--- src/logic/pfmeb_map.vh ---
/*
  Constants for the pin function multiplexer of the external bus and port E.
  Assumes it is included by bare name from the design file under logic/.
*/
`ifndef PFMEB_MAP_VH
`define PFMEB_MAP_VH

`define PFMEB_ADDR_W        16
`define PFMEB_DATA_W        8
`define PFMEB_INT_ROM_TOP   16'h3FFF
`define PFMEB_ADDR_RST      16'h0000
`define PFMEB_DATA_RST      8'h00
`define PFMEB_SUSPEND_DATA  8'h00

`define PFMEB_ALT_TIMER2_OVERFLOW_OUT     2
`define PFMEB_ALT_RXD0      3
`define PFMEB_ALT_RXD1      4
`define PFMEB_ALT_IRQ6      5
`define PFMEB_ALT_TIMER2_RELOAD_INPUT      6
`define PFMEB_ALT_ADR8      7
`define PFMEB_PE_RST        6'h00

`define PFMEB_POL_RD        3
`define PFMEB_POL_WR        2

`define PFMEB_MODE_PORT     2'h0
`define PFMEB_MODE_MASTER   2'h2
`define PFMEB_MODE_FIFO     2'h3
`define PFMEB_SER_MODE0     2'h0

`endif

--- src/logic/pfmeb_pin_mux.v ---
/*
  Pin-level logic of the external program/data bus, the multiplexed port E
  bits 2..7 and the ready/FIFO strobe pins.
  Assumes all core-side and pin inputs are synchronous to ref_clk and that the
  timer, serial, interrupt and interface engines sit outside this block.
*/
`timescale 1ns/1ps
`default_nettype none
`include "pfmeb_map.vh"

module pfmeb_pin_mux (
  input  wire        ref_clk,
  input  wire        rst_n,
  // Core side of the external bus.
  input  wire [15:0] cpu_addr,
  input  wire        cpu_code_fetch,
  input  wire        cpu_bus_rd,
  input  wire        cpu_bus_wr,
  input  wire [7:0]  cpu_wdata,
  output reg  [7:0]  cpu_rdata,
  input  wire        suspend,
  input  wire        external_access_pin,
  // External bus pins.
  output reg  [15:0] ext_addr,
  output reg         code_fetch_strobe_n,
  input  wire [7:0]  ext_data_in,
  output reg  [7:0]  ext_data_out,
  output reg         ext_data_oe,
  // Port E configuration and general purpose side.
  input  wire [7:0]  porte_alt_config,
  input  wire [7:2]  porte_gpio_out,
  input  wire [7:2]  porte_gpio_dir,
  output reg  [7:2]  porte_gpio_in,
  // Alternate function sources and sinks.
  input  wire        timer2_overflow,
  input  wire [1:0]  serial0_mode,
  input  wire        serial0_sync,
  input  wire        serial0_sync_data,
  input  wire [1:0]  serial1_mode,
  input  wire        serial1_sync_data,
  input  wire        timer2_ext_enable,
  input  wire        iface_address_bit8,
  output reg         irq6_request,
  output reg         timer2_reload,
  // Port E pins.
  input  wire [7:2]  porte_pin_in,
  output reg  [7:2]  porte_pin_out,
  output reg  [7:2]  porte_pin_oe,
  // Ready pins and interface configuration.
  input  wire [1:0]  interface_config,
  input  wire [3:2]  fifo_pin_polarity,
  input  wire        ready_in0,
  input  wire        ready_in1,
  input  wire        ready_in2,
  output reg  [2:0]  engine_ready,
  output reg         fifo_read_strobe,
  output reg         fifo_write_strobe
);

  reg         fetch_hit;
  reg  [7:2]  next_pin_out;
  reg  [7:2]  next_pin_oe;
  wire        rd_level;
  wire        wr_level;
  wire        serial0_echo;
  wire        serial1_echo;
  wire        irq6_edge;
  wire        timer2_reload_input_edge;
  wire        alt_timer2_overflow_out;
  wire        alt_rxd0;
  wire        alt_rxd1;
  wire        alt_irq6;
  wire        alt_timer2_reload_input;
  wire        alt_adr8;
  wire        fifo_mode;
  wire        master_mode;

  assign alt_timer2_overflow_out   = porte_alt_config[`PFMEB_ALT_TIMER2_OVERFLOW_OUT];
  assign alt_rxd0    = porte_alt_config[`PFMEB_ALT_RXD0];
  assign alt_rxd1    = porte_alt_config[`PFMEB_ALT_RXD1];
  assign alt_irq6    = porte_alt_config[`PFMEB_ALT_IRQ6];
  assign alt_timer2_reload_input    = porte_alt_config[`PFMEB_ALT_TIMER2_RELOAD_INPUT];
  assign alt_adr8    = porte_alt_config[`PFMEB_ALT_ADR8];
  assign fifo_mode   = (interface_config == `PFMEB_MODE_FIFO);
  assign master_mode = (interface_config == `PFMEB_MODE_MASTER);

  pfmeb_echo_select i_pfmeb_echo_select_s0 (
    .mode      (serial0_mode),
    .sync      (serial0_sync),
    .sync_data (serial0_sync_data),
    .echo      (serial0_echo)
  );

  // Serial 1 echo level.
  // Serial port 1 reports no sync flag of its own, so mode 0 alone opens it.
  pfmeb_echo_select i_pfmeb_echo_select_s1 (
    .mode      (serial1_mode),
    .sync      (1'b1),
    .sync_data (serial1_sync_data),
    .echo      (serial1_echo)
  );

  always @* begin
    if (external_access_pin) begin
      fetch_hit = cpu_code_fetch;
    end else begin
      fetch_hit = cpu_code_fetch && (cpu_addr > `PFMEB_INT_ROM_TOP);
    end
  end

  always @* begin
    next_pin_out = porte_gpio_out;
    next_pin_oe  = porte_gpio_dir;
    if (alt_timer2_overflow_out) begin
      next_pin_out[`PFMEB_ALT_TIMER2_OVERFLOW_OUT] = timer2_overflow;
      next_pin_oe[`PFMEB_ALT_TIMER2_OVERFLOW_OUT]  = 1'b1;
    end
    if (alt_rxd0) begin
      next_pin_out[`PFMEB_ALT_RXD0] = serial0_echo;
      next_pin_oe[`PFMEB_ALT_RXD0]  = 1'b1;
    end
    if (alt_rxd1) begin
      next_pin_out[`PFMEB_ALT_RXD1] = serial1_echo;
      next_pin_oe[`PFMEB_ALT_RXD1]  = 1'b1;
    end
    // Input alternates release the pin so the outside can drive it.
    if (alt_irq6) begin
      next_pin_out[`PFMEB_ALT_IRQ6] = 1'b0;
      next_pin_oe[`PFMEB_ALT_IRQ6]  = 1'b0;
    end
    if (alt_timer2_reload_input) begin
      next_pin_out[`PFMEB_ALT_TIMER2_RELOAD_INPUT] = 1'b0;
      next_pin_oe[`PFMEB_ALT_TIMER2_RELOAD_INPUT]  = 1'b0;
    end
    if (alt_adr8) begin
      next_pin_out[`PFMEB_ALT_ADR8] = iface_address_bit8;
      next_pin_oe[`PFMEB_ALT_ADR8]  = 1'b1;
    end
  end

  pfmeb_strobe_level i_pfmeb_strobe_level_rd (
    .active_high (fifo_pin_polarity[`PFMEB_POL_RD]),
    .pin         (ready_in0),
    .level       (rd_level)
  );

  pfmeb_strobe_level i_pfmeb_strobe_level_wr (
    .active_high (fifo_pin_polarity[`PFMEB_POL_WR]),
    .pin         (ready_in1),
    .level       (wr_level)
  );

  always @(posedge ref_clk or negedge rst_n) begin
    if (!rst_n) begin
      ext_addr            <= `PFMEB_ADDR_RST;
      code_fetch_strobe_n <= 1'b1;
      ext_data_out        <= `PFMEB_DATA_RST;
      ext_data_oe         <= 1'b0;
      cpu_rdata           <= `PFMEB_DATA_RST;
    end else begin
      ext_addr            <= cpu_addr;
      code_fetch_strobe_n <= ~fetch_hit;
      if (suspend) begin
        ext_data_out <= `PFMEB_SUSPEND_DATA;
        ext_data_oe  <= 1'b1;
      end else begin
        ext_data_out <= cpu_wdata;
        ext_data_oe  <= cpu_bus_wr;
      end
      if (cpu_bus_rd && !cpu_bus_wr && !suspend) begin
        cpu_rdata <= ext_data_in;
      end
    end
  end

  pfmeb_edge_detect #(
    .RISING (1)
  ) i_pfmeb_edge_detect_irq6 (
    .ref_clk (ref_clk),
    .rst_n   (rst_n),
    .pin     (porte_pin_in[`PFMEB_ALT_IRQ6]),
    .seen    (irq6_edge)
  );

  pfmeb_edge_detect #(
    .RISING (0)
  ) i_pfmeb_edge_detect_timer2_reload_input (
    .ref_clk (ref_clk),
    .rst_n   (rst_n),
    .pin     (porte_pin_in[`PFMEB_ALT_TIMER2_RELOAD_INPUT]),
    .seen    (timer2_reload_input_edge)
  );

  always @(posedge ref_clk or negedge rst_n) begin
    if (!rst_n) begin
      porte_pin_out <= `PFMEB_PE_RST;
      porte_pin_oe  <= `PFMEB_PE_RST;
      porte_gpio_in <= `PFMEB_PE_RST;
      irq6_request  <= 1'b0;
      timer2_reload <= 1'b0;
    end else begin
      porte_pin_out <= next_pin_out;
      porte_pin_oe  <= next_pin_oe;
      porte_gpio_in <= porte_pin_in;
      irq6_request  <= alt_irq6 && irq6_edge;
      timer2_reload <= alt_timer2_reload_input && timer2_ext_enable && timer2_reload_input_edge;
    end
  end

  always @(posedge ref_clk or negedge rst_n) begin
    if (!rst_n) begin
      engine_ready      <= 3'h0;
      fifo_read_strobe  <= 1'b0;
      fifo_write_strobe <= 1'b0;
    end else begin
      engine_ready[0]   <= master_mode && ready_in0;
      engine_ready[1]   <= master_mode && ready_in1;
      engine_ready[2]   <= ready_in2;
      fifo_read_strobe  <= fifo_mode && rd_level;
      fifo_write_strobe <= fifo_mode && wr_level;
    end
  end

endmodule // pfmeb_pin_mux

// Echo level for a serial data pin: the synchronous data in mode 0 while the
// port runs in sync operation, a steady high at all other times.
module pfmeb_echo_select (
  input  wire [1:0] mode,
  input  wire       sync,
  input  wire       sync_data,
  output reg        echo
);

  always @* begin
    if ((mode == `PFMEB_SER_MODE0) && sync) begin
      echo = sync_data;
    end else begin
      // An idle high keeps an attached receiver in its mark state.
      echo = 1'b1;
    end
  end

endmodule // pfmeb_echo_select

// Active-high view of a strobe pin whose polarity is programmable.
module pfmeb_strobe_level (
  input  wire active_high,
  input  wire pin,
  output reg  level
);

  always @* begin
    if (active_high) begin
      level = pin;
    end else begin
      level = ~pin;
    end
  end

endmodule // pfmeb_strobe_level

// Edge finder on a pin that is already synchronous to ref_clk. The stored
// sample resets to the level that the wanted edge ends on, so a pin that sits
// at either level when reset lifts yields no false edge.
module pfmeb_edge_detect #(
  parameter RISING = 1
) (
  input  wire ref_clk,
  input  wire rst_n,
  input  wire pin,
  output reg  seen
);

  reg prev;

  always @(posedge ref_clk or negedge rst_n) begin
    if (!rst_n) begin
      prev <= (RISING != 0);
    end else begin
      prev <= pin;
    end
  end

  always @* begin
    if (RISING != 0) begin
      seen = pin && !prev;
    end else begin
      seen = !pin && prev;
    end
  end

endmodule // pfmeb_edge_detect

`default_nettype wire

--- config.mk ---
export PLATFORM = sky130hd
export DESIGN_NAME = pfmeb_pin_mux
export DESIGN_NICKNAME = d
export VERILOG_FILES = /design/src/logic/pfmeb_pin_mux.v
export VERILOG_INCLUDE_DIRS = /design/src /design/src/logic
export SDC_FILE = /design/constraint.sdc
export NUM_CORES = 1
export LEC_CHECK = 0
export BUFFER_PORTS_ARGS = -buffer_cell sky130_fd_sc_hd__buf_2
export CAP_MARGIN = 20
export CORE_ASPECT_RATIO = 0.7
export CORE_UTILIZATION = 39
export DETAILED_ROUTE_END_ITERATION = 10
export GPL_TIMING_DRIVEN = 0
export HOLD_SLACK_MARGIN = 0.05
export MAX_ROUTING_LAYER = met4
export PLACE_DENSITY = 0.89
export SLEW_MARGIN = 20
export SYNTH_ARGS = -nofsm -noshare
export SYNTH_HDL_FRONTEND = slang
export SYNTH_HIERARCHICAL = 1
export SYNTH_SLANG_ARGS = --single-unit
--- constraint.sdc ---
create_clock -name ref_clk -period 0.9 [get_ports ref_clk]
set_input_delay 0.135 -clock ref_clk [delete_from_list [all_inputs] [get_ports ref_clk]]
set_output_delay 0.135 -clock ref_clk [all_outputs]
set_load 0.01 [all_outputs]
### After elaboration in Yosys (flattened, before gate mapping)

Cells that the tools add are included.

| operators by class | value |
|---|---|
| $lt $le $gt $ge | 1 |
| equal/unequal tests | 2 |
| mux-type cells | 19 |
| bitwise logic cells | 3 |
| reduce and logical (&&, ||, !) cells | 19 |

Operator list:

| kind | number |
|---|---|
| 2-to-1 mux 1 bit | 18 |
| > comparator 16 x 14 -> 1 bit, second input constant | 1 |
| logical AND 1 bit | 13 |
| 2-to-1 mux 8 bit | 1 |
| equality test 2 bit, second input constant | 2 |
| logical NOT 1 bit | 4 |
| logical NOT 2 bit | 2 |
| inverter 1 bit | 3 |

| storage, ports and cells | value |
|---|---|
| flip-flop bits (word level) | 61 |
| bits of input ports | 82 |
| output and inout bits | 59 |
| word-level logic and storage cells | 59 |

### Depth between registers and ports, before layout

Gate-level depths: netlist of the first run.

| logic depth | value |
|---|---|
| depth in word-level cells | 4 |
| depth in mapped cells | 3 |
| mapped depth without buffers | 2 |

### Cells and area by module

The synthesis of the first run kept the hierarchy.

Modules (own cells, without submodules):

| module | instances | cells each | area an instance (um2) | seq. area each (um2) |
|---|---|---|---|---|
| pfmeb_pin_mux | 1 | 98 | 1796.7 | 1477.7 |
| pfmeb_edge_detect at i_pfmeb_edge_detect_irq6 | 1 | 2 | 40.0 | 26.3 |
| pfmeb_edge_detect at i_pfmeb_edge_detect_timer2_reload_input | 1 | 2 | 38.8 | 25.0 |
| pfmeb_echo_select | 2 | 1 | 10.0 | 0.0 |
| pfmeb_strobe_level | 2 | 1 | 8.8 | 0.0 |

### Worst setup path before layout of the first run

Ideal clock, no wire load.

| timing | value |
|---|---|
| kind | input to register |
| from | input port suspend |
| to | register cpu_rdata[0] |
| setup time | 0.125 ns |
| arrival | 1.011 ns |
| data required time | 0.775 ns |
| slack | -0.236 ns |
| stages on the path | 3 |
| path buffers | 1 |
| cells stage by stage | buf_2 nor3b_4 mux2_2 |

| between the ends | value |
|---|---|
| longest elaborated chain between the ends | 2 |

Ends and longest elaborated chain:

| element | line | text |
|---|---|---|
| from (decl) | pfmeb_pin_mux.v:21 | `input wire suspend,` |
| logical NOT 1 bit | pfmeb_pin_mux.v:170 | `if (cpu_bus_rd && !cpu_bus_wr && !suspend) begin` |
| logical AND 1 bit | pfmeb_pin_mux.v:170 |  |
| to (signal assigned) | pfmeb_pin_mux.v:159 | `` cpu_rdata <= `PFMEB_DATA_RST; `` |
| to (signal assigned) | pfmeb_pin_mux.v:171 | `cpu_rdata <= ext_data_in;` |
| to (decl) | pfmeb_pin_mux.v:20 | `output reg [7:0] cpu_rdata,` |

No other way between the ends.
A chain may end at the register's enable or synchronous reset.

### Worst setup path in the final report of the first run

| timing | value |
|---|---|
| from | register code_fetch_strobe_n |
| to | output port code_fetch_strobe_n |

RTL lines:

| element | line | text |
|---|---|---|
| from (decl) | pfmeb_pin_mux.v:25 | `output reg code_fetch_strobe_n,` |
| from (signal assigned) | pfmeb_pin_mux.v:162 | `code_fetch_strobe_n <= ~fetch_hit;` |

No word-level cell between the ends.

==> results of run 1 <==
-- logic make-up after synthesis --
logic type / share of synthesized area (%)
flip-flops: 79.9
multiplexers: 7.06
buffers and inverters: 0.261
AO/OA/AOI/OAI: 0.393
XOR/XNOR: 0.916
other: 0.196
AND/OR/NAND/NOR: 11.2
-- state kept, by name, summed over array words and instances, names as in the netlist, 3 cells and up --
register and count:
cpu_rdata 8, engine_ready 3, ext_addr 16, ext_data_out 8, porte_gpio_in 6, porte_pin_oe 6, porte_pin_out 6
-- cell usage in the layout, fill, tap and decap left out --
| cell | netlist | routed |
|---|---|---|
| sky130_fd_sc_hd__clkbuf_8 | 0 | 10 |
| sky130_fd_sc_hd__or2_2 | 5 | 5 |
| sky130_fd_sc_hd__bufinv_16 | 0 | 2 |
| sky130_fd_sc_hd__nor2b_4 | 2 | 2 |
| sky130_fd_sc_hd__dfstp_2 | 2 | 2 |
| sky130_fd_sc_hd__nor2b_1 | 12 | 12 |
| sky130_fd_sc_hd__clkinvlp_4 | 0 | 1 |
| sky130_fd_sc_hd__and3b_1 | 2 | 2 |
| sky130_fd_sc_hd__nor3b_4 | 1 | 1 |
| sky130_fd_sc_hd__mux2_4 | 0 | 1 |
| sky130_fd_sc_hd__buf_8 | 0 | 1 |
| sky130_fd_sc_hd__dfrtp_1 | 59 | 59 |
| sky130_fd_sc_hd__clkinv_2 | 0 | 1 |
| sky130_fd_sc_hd__conb_1 | 1 | 1 |
| sky130_fd_sc_hd__or4b_1 | 2 | 2 |
| sky130_fd_sc_hd__and3_1 | 3 | 3 |
| sky130_fd_sc_hd__and2_1 | 1 | 1 |
| sky130_fd_sc_hd__dlymetal6s4s_1 | 0 | 1 |
| sky130_fd_sc_hd__o31ai_1 | 1 | 1 |
| sky130_fd_sc_hd__buf_6 | 0 | 11 |
| sky130_fd_sc_hd__buf_4 | 0 | 1 |
| sky130_fd_sc_hd__buf_2 | 1 | 124 |
| sky130_fd_sc_hd__mux2_1 | 3 | 3 |
| sky130_fd_sc_hd__clkbuf_1 | 0 | 2 |
| sky130_fd_sc_hd__mux2_2 | 9 | 8 |
| sky130_fd_sc_hd__xnor2_1 | 2 | 2 |
| sky130_fd_sc_hd__dlygate4sd3_1 | 0 | 63 |
-- routing by layer --
layer / global-route usage (%) / up-vias / wire length, µm
met5: - / - / 0
met4: 11.4 / 0 / 85
met3: 7.89 / 10 / 425
met2: 50.6 / 81 / 3450
met1: 22.6 / 811 / 2040
li1: - / 766 / -
-- cell type report --
type                    instances  area share, %
clock inverters                 4           2.00
well taps                      66           2.28
repair buffers                200           38.5
clock buffers                  12           4.01
multi-input cells              44           10.6
flip-flops and latches         61           42.2
plain buffers                   1          0.415
-- worst paths after layout --
check	to	slack (ns)	cells past startpoint
min in group ref_clk	fifo_write_strobe$_DFF_PN0_	0.09	2
min reg2reg	cpu_rdata[5]$_DFFE_PN0P_	0.49	1
max	code_fetch_strobe_n	-0.18	1
min	ext_addr[7]$_DFF_PN0_	-0.13	1
max reg2reg	irq6_request$_DFF_PN0_	0.09	2
max in group asynchronous	cpu_rdata[0]$_DFFE_PN0P_	0.57	1
-- through the flow --
stage                     hold slack, ns  TNS (ns)
after global routing             -0.0787     -6.11
after detailed placement           0.239     -2.88
final                             -0.129     -3.99
after floorplan                   -0.161     -1.58
after global placement             0.243    -24.19
after CTS                         -0.121     -4.78
-- where the power goes --
part           switching (mW)  total, mW  internal [mW]
clock network           0.992       2.62           1.63
logic                   0.391      0.960          0.570
registers              0.0745       3.01           2.94
-- timing repair --
item / CTS / global route
hold endpoints to repair: 115 / 59
pin swaps: 0 / 1
resized for setup: 2 / 10
setup endpoints to repair: 59 / 67
buffers inserted: 0 / 0
==> flow_summary.rst, run 1 <==
.. list-table::
   :header-rows: 1

   * - Metric
     - Value
   * - Run status
     - finished, violations left
   * - Failing checks
     - hold timing, setup timing
   * - Clock Sinks
     - 61
   * - Worst Setup Path Type
     - register to output port
   * - Clock latency reported for the late side of the worst-skew pair
     - 0.32 ns
   * - Number of buffers on the longest clock path
     - 2
   * - Data arrival, critical path
     - 0.94 ns
   * - Min Tclk post-route
     - 1.08 ns
   * - Most used DFF post-synth
     - sky130_fd_sc_hd__dfrtp_1
   * - Max rail drop VDD
     - 1180 µV
   * - Buffers plus inverters on the worst setup path
     - 1
   * - Post-detailed-route via-to-cell ratio
     - 4.30
   * - Wire length of the first global-routing pass
     - 8870 µm
   * - Cell area reported after detailed placement
     - 2700 µm²
   * - Non-filler instance count after layout
     - 388
   * - Design Area, Final
     - 3620 µm²
   * - Area growth syn-to-layout
     - 89.3%
   * - Global-route usage over all layers
     - 25.5%
   * - Power Total
     - 6.59 mW
   * - Critical Path, Cell by Cell
     - buf_6
   * - Share of the cycle needed by the critical path after routing
     - 120%
   * - Area of the mapped netlist
     - 1910 µm²
   * - Synth Warn #
     - 6
   * - Total gr overflow
     - 0
   * - Worst setup path start
     - code_fetch_strobe_n$_DFF_PN1_
   * - Maximum cell stage delay along the critical path
     - 0.53 ns
   * - Slowest stage cell on the critical path
     - sky130_fd_sc_hd__dfstp_2
   * - Clock buffers created by TritonCTS
     - 9
   * - Number of endpoints with negative hold slack in the final report
     - 59
   * - Count of buffers from port buffering
     - 137
   * - Max transition margin
     - 52.1%
   * - Antenna violations before repair
     - 0
   * - Detailed router's first-iteration violation count
     - 40
   * - Count of different cell masters after synthesis
     - 16
   * - Total DRC errors in the routed layout
     - 0
   * - Hold_buf cts
     - 64
   * - Critical Path End Type
     - output port
   * - Number of global-route vias before repair
     - 1875
   * - Final setup margin
     - -0.180 ns
   * - Number of inserted diodes
     - 0
   * - Routability congestion estimate
     - 0.740
   * - FFs w/ async S/R, synth
     - 100%
   * - Share of final-layout standard cells stronger than drive strength 1
     - 52.8%
   * - I/O pin total
     - 141
   * - Share of the synthesized area in the top cell type
     - 77.2%
   * - Per-instance average area after synthesis
     - 18.0 µm²
   * - Biggest area contributors in the synthesized netlist
     - sky130_fd_sc_hd__dfrtp_1 77%, sky130_fd_sc_hd__mux2_2 5.3%, sky130_fd_sc_hd__nor2b_1 3.9%, sky130_fd_sc_hd__dfstp_2 2.7%, sky130_fd_sc_hd__mux2_1 1.8%
   * - Setup clock skew after layout
     - 0.00212 ns
   * - Cell with the most instances after synthesis
     - sky130_fd_sc_hd__dfrtp_1
   * - Required time worst endpoint
     - 0.76 ns
   * - Path class of the lowest-slack min-delay path
     - input port to async pin
   * - Combined flip-flop and latch cell area
     - 1530 µm²
   * - Average wire per cell in the routed design
     - 15.5 µm
   * - Cell area power density
     - 1820 nW/µm²
   * - Clock tree from TritonCTS
     - done
   * - Filler Cells Inserted
     - 263
   * - Fraction of the yosys area taken by sequential cells
     - 79.9%
   * - Setup repair after global routing missed its margin
     - yes
   * - Height of the die
     - 60.6 µm
   * - Library cell with the largest summed area after synthesis
     - sky130_fd_sc_hd__dfrtp_1
   * - Htree depth
     - 3
   * - Timing-limited maximum frequency
     - 0.926 GHz
   * - Worst Max-Slew Pin Slew
     - 0.719 ns
   * - Reg-to-reg startpoint
     - i_pfmeb_edge_detect_irq6/prev$_DFF_PN1_
   * - DRT Wirelength
     - 6000 µm
   * - Post-detailed-route count of antenna-violating nets
     - 0
   * - Post-Syn Nets
     - 188
   * - Buffer cell driving the clock tree root
     - sky130_fd_sc_hd__clkbuf_8
   * - Critical Path Fanout Max
     - 1
   * - Number of enable flip-flop cells after synthesis
     - 0
   * - Kind of cell adding the most delay to the critical path
     - flip-flops
   * - Number of nets in the finished design
     - 399
   * - Pleak
     - 1.84 nW
   * - Register clock-pin slew on the reported worst setup and hold paths
     - 0.07 ns
   * - Total number of vias
     - 1668
   * - Full die area
     - 5190 µm²
   * - Synthesized flop and latch total
     - 61
   * - Placed cells
     - 309
   * - Post-Place Worst Slack
     - -0.325 ns
   * - Pin count of the biggest net entering global routing
     - 62
   * - Max-cap violation count
     - 0
   * - Number of pins exceeding their max-slew limit in the final report
     - 0
   * - Drt first pass iters
     - 4
   * - Fraction of the core area covered by cells at the end of the flow
     - 80.0%
   * - Startpoint class of the critical path
     - register
   * - Final setup violation count
     - 61
   * - Worst Hold Margin
     - -0.129 ns
   * - Count of mapped cells out of synthesis
     - 106
   * - Total number of placement rows
     - 20
   * - Starting Density
     - 42.2%
   * - Area occupied by multi-input gates
     - 383 µm²
   * - Commonest cells in the netlist
     - 59 x sky130_fd_sc_hd__dfrtp_1, 12 x sky130_fd_sc_hd__nor2b_1, 9 x sky130_fd_sc_hd__mux2_2, 5 x sky130_fd_sc_hd__or2_2
   * - Core box area
     - 4530 µm²
   * - Die Wd
     - 85.7 µm
No activity file was read; power rests on OpenSTA's default activity.
==> run 2: changes to the inputs <==
CORE_UTILIZATION = 42   (was 39)
HOLD_SLACK_MARGIN = unset   (was 0.05)
PLACE_DENSITY = 0.94   (was 0.89)
clock period = 1.3 ns   (was 0.9 ns; I/O delays follow)
==> flow_summary.rst, run 2 (synthesis results as in run 1) <==
.. list-table::
   :header-rows: 1

   * - Metric
     - Value
   * - Run status
     - finished clean
   * - Detailed router's first-iteration violation count
     - 30
   * - Worst Max-Slew Pin Slew
     - 0.725 ns
   * - Routability congestion estimate
     - 0.725
   * - Startpoint class of the critical path
     - register
   * - Number of nets in the finished design
     - 361
   * - Post-detailed-route via-to-cell ratio
     - 4.39
   * - Biggest regs
     - ext_addr: 16 flops, cpu_rdata: 8 flops, ext_data_out: 8 flops
   * - Critical Path, Cell by Cell
     - buf_2
   * - Count of buffers from port buffering
     - 137
   * - Data arrival, critical path
     - 0.97 ns
   * - Clock tree from TritonCTS
     - done
   * - Max transition margin
     - 51.7%
   * - Share of final-layout standard cells stronger than drive strength 1
     - 60.9%
   * - Height of the die
     - 58.5 µm
   * - Max rail drop VDD
     - 1030 µV
   * - Post-CTS Setup Repair Bufs
     - 0
   * - Final setup violation count
     - 0
   * - Clock buffers created by TritonCTS
     - 9
   * - Routed length on met2
     - 2420 µm
   * - Core box area
     - 4350 µm²
   * - Register containing the most flip-flops in the final layout
     - ext_addr
   * - Full die area
     - 4830 µm²
   * - Maximum cell stage delay along the critical path
     - 0.51 ns
   * - Total of cells resized after clock tree synthesis
     - 0
   * - Kind of cell adding the most delay to the critical path
     - flip-flops
   * - Number of buffers on the longest clock path
     - 2
   * - Clock latency reported for the late side of the worst-skew pair
     - 0.33 ns
   * - Cell area power density
     - 1290 nW/µm²
   * - Wire length of the first global-routing pass
     - 6750 µm
   * - Total gr overflow
     - 0
   * - Total number of cells along the worst setup path
     - 1
   * - Clock Sinks
     - 61
   * - Average wire per cell in the routed design
     - 13.3 µm
   * - Critical Path End Type
     - output port
   * - Total number of vias
     - 1489
   * - DRT Wirelength
     - 4490 µm
   * - Total DRC errors in the routed layout
     - 0
   * - Setup clock skew after layout
     - 0.00207 ns
   * - Dpl hpwl
     - 3050 µm
   * - Met1 Routed Length
     - 1540 µm
   * - Critical Path Fanout Max
     - 1
   * - Htree depth
     - 3
   * - Hold-critical path depth
     - 1
   * - Path class of the lowest-slack min-delay path
     - input port to register
   * - Drt first pass iters
     - 3
   * - Number of global-route vias before repair
     - 1571
   * - Number of pins exceeding their max-slew limit in the final report
     - 0
   * - Commonest non-fill, non-tap cell in the layout
     - sky130_fd_sc_hd__buf_2
   * - Area growth syn-to-layout
     - 61.3%
   * - I/O pin total
     - 141
   * - Max FFs per register
     - 16
   * - Number of endpoints with negative hold slack in the final report
     - 0
   * - Starting Density
     - 43.9%
   * - Pleak
     - 1.62 nW
   * - Antenna violations before repair
     - 0
   * - Number of inserted diodes
     - 0
   * - Share of the cycle needed by the critical path after routing
     - 89.5%
   * - Timing-limited maximum frequency
     - 0.859 GHz
   * - Max-cap violation count
     - 0
   * - Global-route usage over all layers
     - 21.3%
   * - Slowest stage cell on the critical path
     - sky130_fd_sc_hd__dfstp_2
   * - Setup repair after global routing missed its margin
     - no
   * - Hold_buf cts
     - 25
   * - DR WL met3
     - 465 µm
   * - Pin count of the biggest net entering global routing
     - 62
   * - Total number of placement rows
     - 20
   * - Min Tclk post-route
     - 1.16 ns
   * - Most frequent cells in the layout
     - 137 x sky130_fd_sc_hd__buf_2, 59 x sky130_fd_sc_hd__dfrtp_1, 25 x sky130_fd_sc_hd__dlygate4sd3_1, 12 x sky130_fd_sc_hd__nor2b_1
   * - Post-detailed-route count of antenna-violating nets
     - 0
   * - Die Wd
     - 82.7 µm
   * - Top routing layer in use
     - met4
   * - Worst Setup Path Type
     - register to output port
   * - Power Total
     - 3.99 mW
   * - Register clock-pin slew on the reported worst setup and hold paths
     - 0.06 ns
   * - Setup TNS after final layout
     - 0 ns
   * - Depth of the worst register-to-register path
     - 2
   * - Buffer cell driving the clock tree root
     - sky130_fd_sc_hd__clkbuf_8
   * - Buffers plus inverters on the worst setup path
     - 1
   * - Required time worst endpoint
     - 1.11 ns
[run 2: cell count changes in the layout (fill, tap and decap cells not counted), moves of 2 or more]
| cell | previous run | this run |
|---|---|---|
| sky130_fd_sc_hd__clkinv_2 | 1 | 4 |
| sky130_fd_sc_hd__clkinvlp_4 | 1 | 3 |
| sky130_fd_sc_hd__buf_6 | 11 | 0 |
| sky130_fd_sc_hd__clkbuf_1 | 2 | 0 |
| sky130_fd_sc_hd__bufinv_16 | 2 | 0 |
| sky130_fd_sc_hd__dlygate4sd3_1 | 63 | 25 |
| sky130_fd_sc_hd__buf_2 | 124 | 137 |
[run 2: layout make-up]
class	count	area (µm²)
multi-input combinational	44	379
tap	55	68.8
buffer	1	5.00
clock buffer	9	124
sequential	61	1530
clock inverter	7	42.5
timing repair buffer	162	938
fill	306	1270
[run 2: routing by layer]
| metal | GRT usage [%] | vias up |
|---|---|---|
| li1 | - | 690 |
| met3 | 10.1 | 10 |
| met1 | 19.4 | 700 |
| met4 | 10.8 | 0 |
| met2 | 36.8 | 89 |
| met5 | - | - |
[run 2: path summary, 6_finish.rpt]
path,start,to,slack (ns)
setup / recovery,code_fetch_strobe_n$_DFF_PN1_,code_fetch_strobe_n,0.14
hold / removal,porte_pin_in[6],i_pfmeb_edge_detect_timer2_reload_input/prev$_DFF_PN0_,0.02
setup reg to reg,i_pfmeb_edge_detect_irq6/prev$_DFF_PN1_,irq6_request$_DFF_PN0_,0.47
hold reg to reg,cpu_rdata[7]$_DFFE_PN0P_,cpu_rdata[7]$_DFFE_PN0P_,0.49
max in group asynchronous,rst_n,ext_data_out[4]$_DFF_PN0_,0.36
min in group asynchronous,rst_n,fifo_write_strobe$_DFF_PN0_,0.48
[run 2: power by group]
group	leakage [nW]	switching, mW	internal [mW]
clock	0.0808	0.711	0.674
sequential	0.727	0.0456	2.03
combinational	0.812	0.237	0.291
[run 2: per-stage QoR]
| step | worst slack, ns | utilization, % | area (µm²) | std cells | hold slack (ns) |
|---|---|---|---|---|---|
| after global routing | 0.103 | 70.9 | 3090 | 339 | 0.00952 |
| final | 0.136 | 70.9 | 3090 | 339 | 0.0248 |
| after global placement | -0.00972 | 61.3 | 2670 | 298 | 0.304 |
| after floorplan | 0.104 | - | 1910 | 106 | -0.101 |
| after CTS | 0.119 | 70.9 | 3090 | 339 | 0.00932 |
| after detailed placement | 0.000699 | 61.3 | 2670 | 298 | 0.303 |
==> run 3: changes to the inputs <==
GPL_TIMING_DRIVEN = 1   (was 0)
==> flow_summary.rst, run 3 (synthesis results as in run 1) <==
.. list-table::
   :header-rows: 1

   * - Metric
     - Value
   * - Total gr overflow
     - 0
   * - Buffer cell driving the clock tree root
     - sky130_fd_sc_hd__clkbuf_8
   * - Fraction of the core area covered by cells at the end of the flow
     - 73.0%
   * - Number of endpoints with negative hold slack in the final report
     - 0
   * - Startpoint class of the critical path
     - register
   * - Kind of cell adding the most delay to the critical path
     - flip-flops
   * - Commonest non-fill, non-tap cell in the layout
     - sky130_fd_sc_hd__buf_2
   * - Placed cells
     - 300
   * - Die Wd
     - 82.7 µm
   * - Required time worst endpoint
     - 1.11 ns
   * - Share of final-layout standard cells stronger than drive strength 1
     - 61.2%
   * - Min Tclk post-route
     - 1.15 ns
   * - Height of the die
     - 58.5 µm
   * - Clock tree from TritonCTS
     - done
   * - Data arrival, critical path
     - 0.95 ns
   * - Core box area
     - 4350 µm²
   * - Pleak
     - 1.66 nW
   * - Number of inserted diodes
     - 0
   * - Cell area reported after detailed placement
     - 2700 µm²
   * - Setup clock skew after layout
     - 0.00245 ns
   * - Total number of vias
     - 1487
   * - Buffers plus inverters on the worst setup path
     - 1
   * - Maximum cell stage delay along the critical path
     - 0.51 ns
   * - Number of global-route vias before repair
     - 1605
   * - Worst Setup Path Type
     - register to output port
   * - Critical Path, Cell by Cell
     - buf_2
   * - Final setup violation count
     - 0
   * - Max-cap violation count
     - 0
   * - Number of nets in the finished design
     - 363
   * - Dpl hpwl
     - 2980 µm
   * - Global-route usage over all layers
     - 21.1%
   * - Post-detailed-route via-to-cell ratio
     - 4.36
   * - Critical Path Fanout Max
     - 1
   * - Number of buffers on the longest clock path
     - 2
   * - Setup TNS after final layout
     - 0 ns
   * - Startpoint of the tightest hold check path
     - porte_pin_in[6]
   * - Share of the cycle needed by the critical path after routing
     - 88.3%
   * - I/O pin total
     - 141
   * - Non-filler instance count after layout
     - 341
   * - Drt first pass iters
     - 4
   * - Reg-to-reg startpoint
     - i_pfmeb_edge_detect_irq6/prev$_DFF_PN1_
   * - Wire length of the first global-routing pass
     - 6760 µm
   * - Filler Cells Inserted
     - 294
   * - Full die area
     - 4830 µm²
   * - Total DRC errors in the routed layout
     - 0
   * - Cell area power density
     - 1410 nW/µm²
   * - Final setup margin
     - 0.152 ns
   * - Total number of placement rows
     - 20
   * - Average wire per cell in the routed design
     - 13.4 µm
   * - Biggest regs
     - ext_addr: 16 flops, cpu_rdata: 8 flops, ext_data_out: 8 flops
   * - Clock Sinks
     - 61
   * - Htree depth
     - 3
   * - Register containing the most flip-flops in the final layout
     - ext_addr
   * - Starting Density
     - 43.9%
   * - Run status
     - finished clean
   * - Clock buffers created by TritonCTS
     - 9
   * - Critical Path End Type
     - output port
   * - Detailed router's first-iteration violation count
     - 33
   * - Count of buffers from port buffering
     - 138
   * - Number of pins exceeding their max-slew limit in the final report
     - 0
   * - Routability congestion estimate
     - 0.707
   * - Antenna violations before repair
     - 0
   * - Max rail drop VDD
     - 1250 µV
   * - Path class of the lowest-slack min-delay path
     - input port to register
   * - Worst setup path start
     - code_fetch_strobe_n$_DFF_PN1_
   * - Design Area, Final
     - 3180 µm²
   * - Timing-limited maximum frequency
     - 0.871 GHz
   * - Post-Place Worst Slack
     - 0.0501 ns
   * - Setup repair after global routing missed its margin
     - no
   * - DRT Wirelength
     - 4560 µm
   * - Max FFs per register
     - 16
   * - Post-detailed-route count of antenna-violating nets
     - 0
   * - Area growth syn-to-layout
     - 66.2%
   * - Slowest stage cell on the critical path
     - sky130_fd_sc_hd__dfstp_2
   * - Most frequent cells in the layout
     - 138 x sky130_fd_sc_hd__buf_2, 59 x sky130_fd_sc_hd__dfrtp_1, 25 x sky130_fd_sc_hd__dlygate4sd3_1, 12 x sky130_fd_sc_hd__nor2b_1, 11 x sky130_fd_sc_hd__clkbuf_8
   * - Pin count of the biggest net entering global routing
     - 62
   * - Register clock-pin slew on the reported worst setup and hold paths
     - 0.07 ns
   * - Clock latency reported for the late side of the worst-skew pair
     - 0.32 ns
run 3: final timing paths:
kind | endpoint | slack, ns | depth (start not counted)
min in group asynchronous | porte_pin_oe[5]$_DFF_PN0_ | 0.43 | 3
setup / recovery | code_fetch_strobe_n | 0.15 | 1
setup reg to reg | irq6_request$_DFF_PN0_ | 0.48 | 2
hold reg to reg | cpu_rdata[7]$_DFFE_PN0P_ | 0.48 | 1
max in group asynchronous | code_fetch_strobe_n$_DFF_PN1_ | 0.56 | 3
hold / removal | i_pfmeb_edge_detect_timer2_reload_input/prev$_DFF_PN0_ | 0.04 | 1
run 3: stage by stage:
stage / total power [mW] / hold WS (ns)
detailed placement: 2.59 / 0.233
global route: 4.70 / 0.0134
finish: 4.49 / 0.0371
floorplan: 2.28 / -0.101
global placement: 2.57 / 0.215
CTS: 4.54 / 0.0199
run 3: per-layer routing:
metal	vias to the layer above	track usage (%)	share of wire [%]
met5	-	-	0
met4	0	8.37	1.3
met3	6	10.9	12
met2	87	38.5	54
met1	697	17.8	33
li1	697	-	-
run 3: layout make-up:
type / instances / area, µm² / area share (%)
repair buffers: 165 / 968 / 30.5
clock buffers: 11 / 151 / 4.76
flip-flops and latches: 61 / 1530 / 48.1
clock inverters: 5 / 82.6 / 2.60
well taps: 55 / 68.8 / 2.16
multi-input cells: 44 / 379 / 11.9
run 3: report_power, final:
| part | leakage [nW] | switching, mW | internal (mW) |
|---|---|---|---|
| registers | 0.727 | 0.0453 | 2.03 |
| clock network | 0.108 | 0.694 | 1.18 |
| logic | 0.825 | 0.240 | 0.299 |
| total | 1.66 | 0.979 | 3.51 |
run 3: repair_timing:
action,in CTS,in global routing
buffers inserted,0,0
resized for setup,0,0
endpoints found under the setup margin,0,0
hold endpoints to repair,83,0
hold buffers,25,0
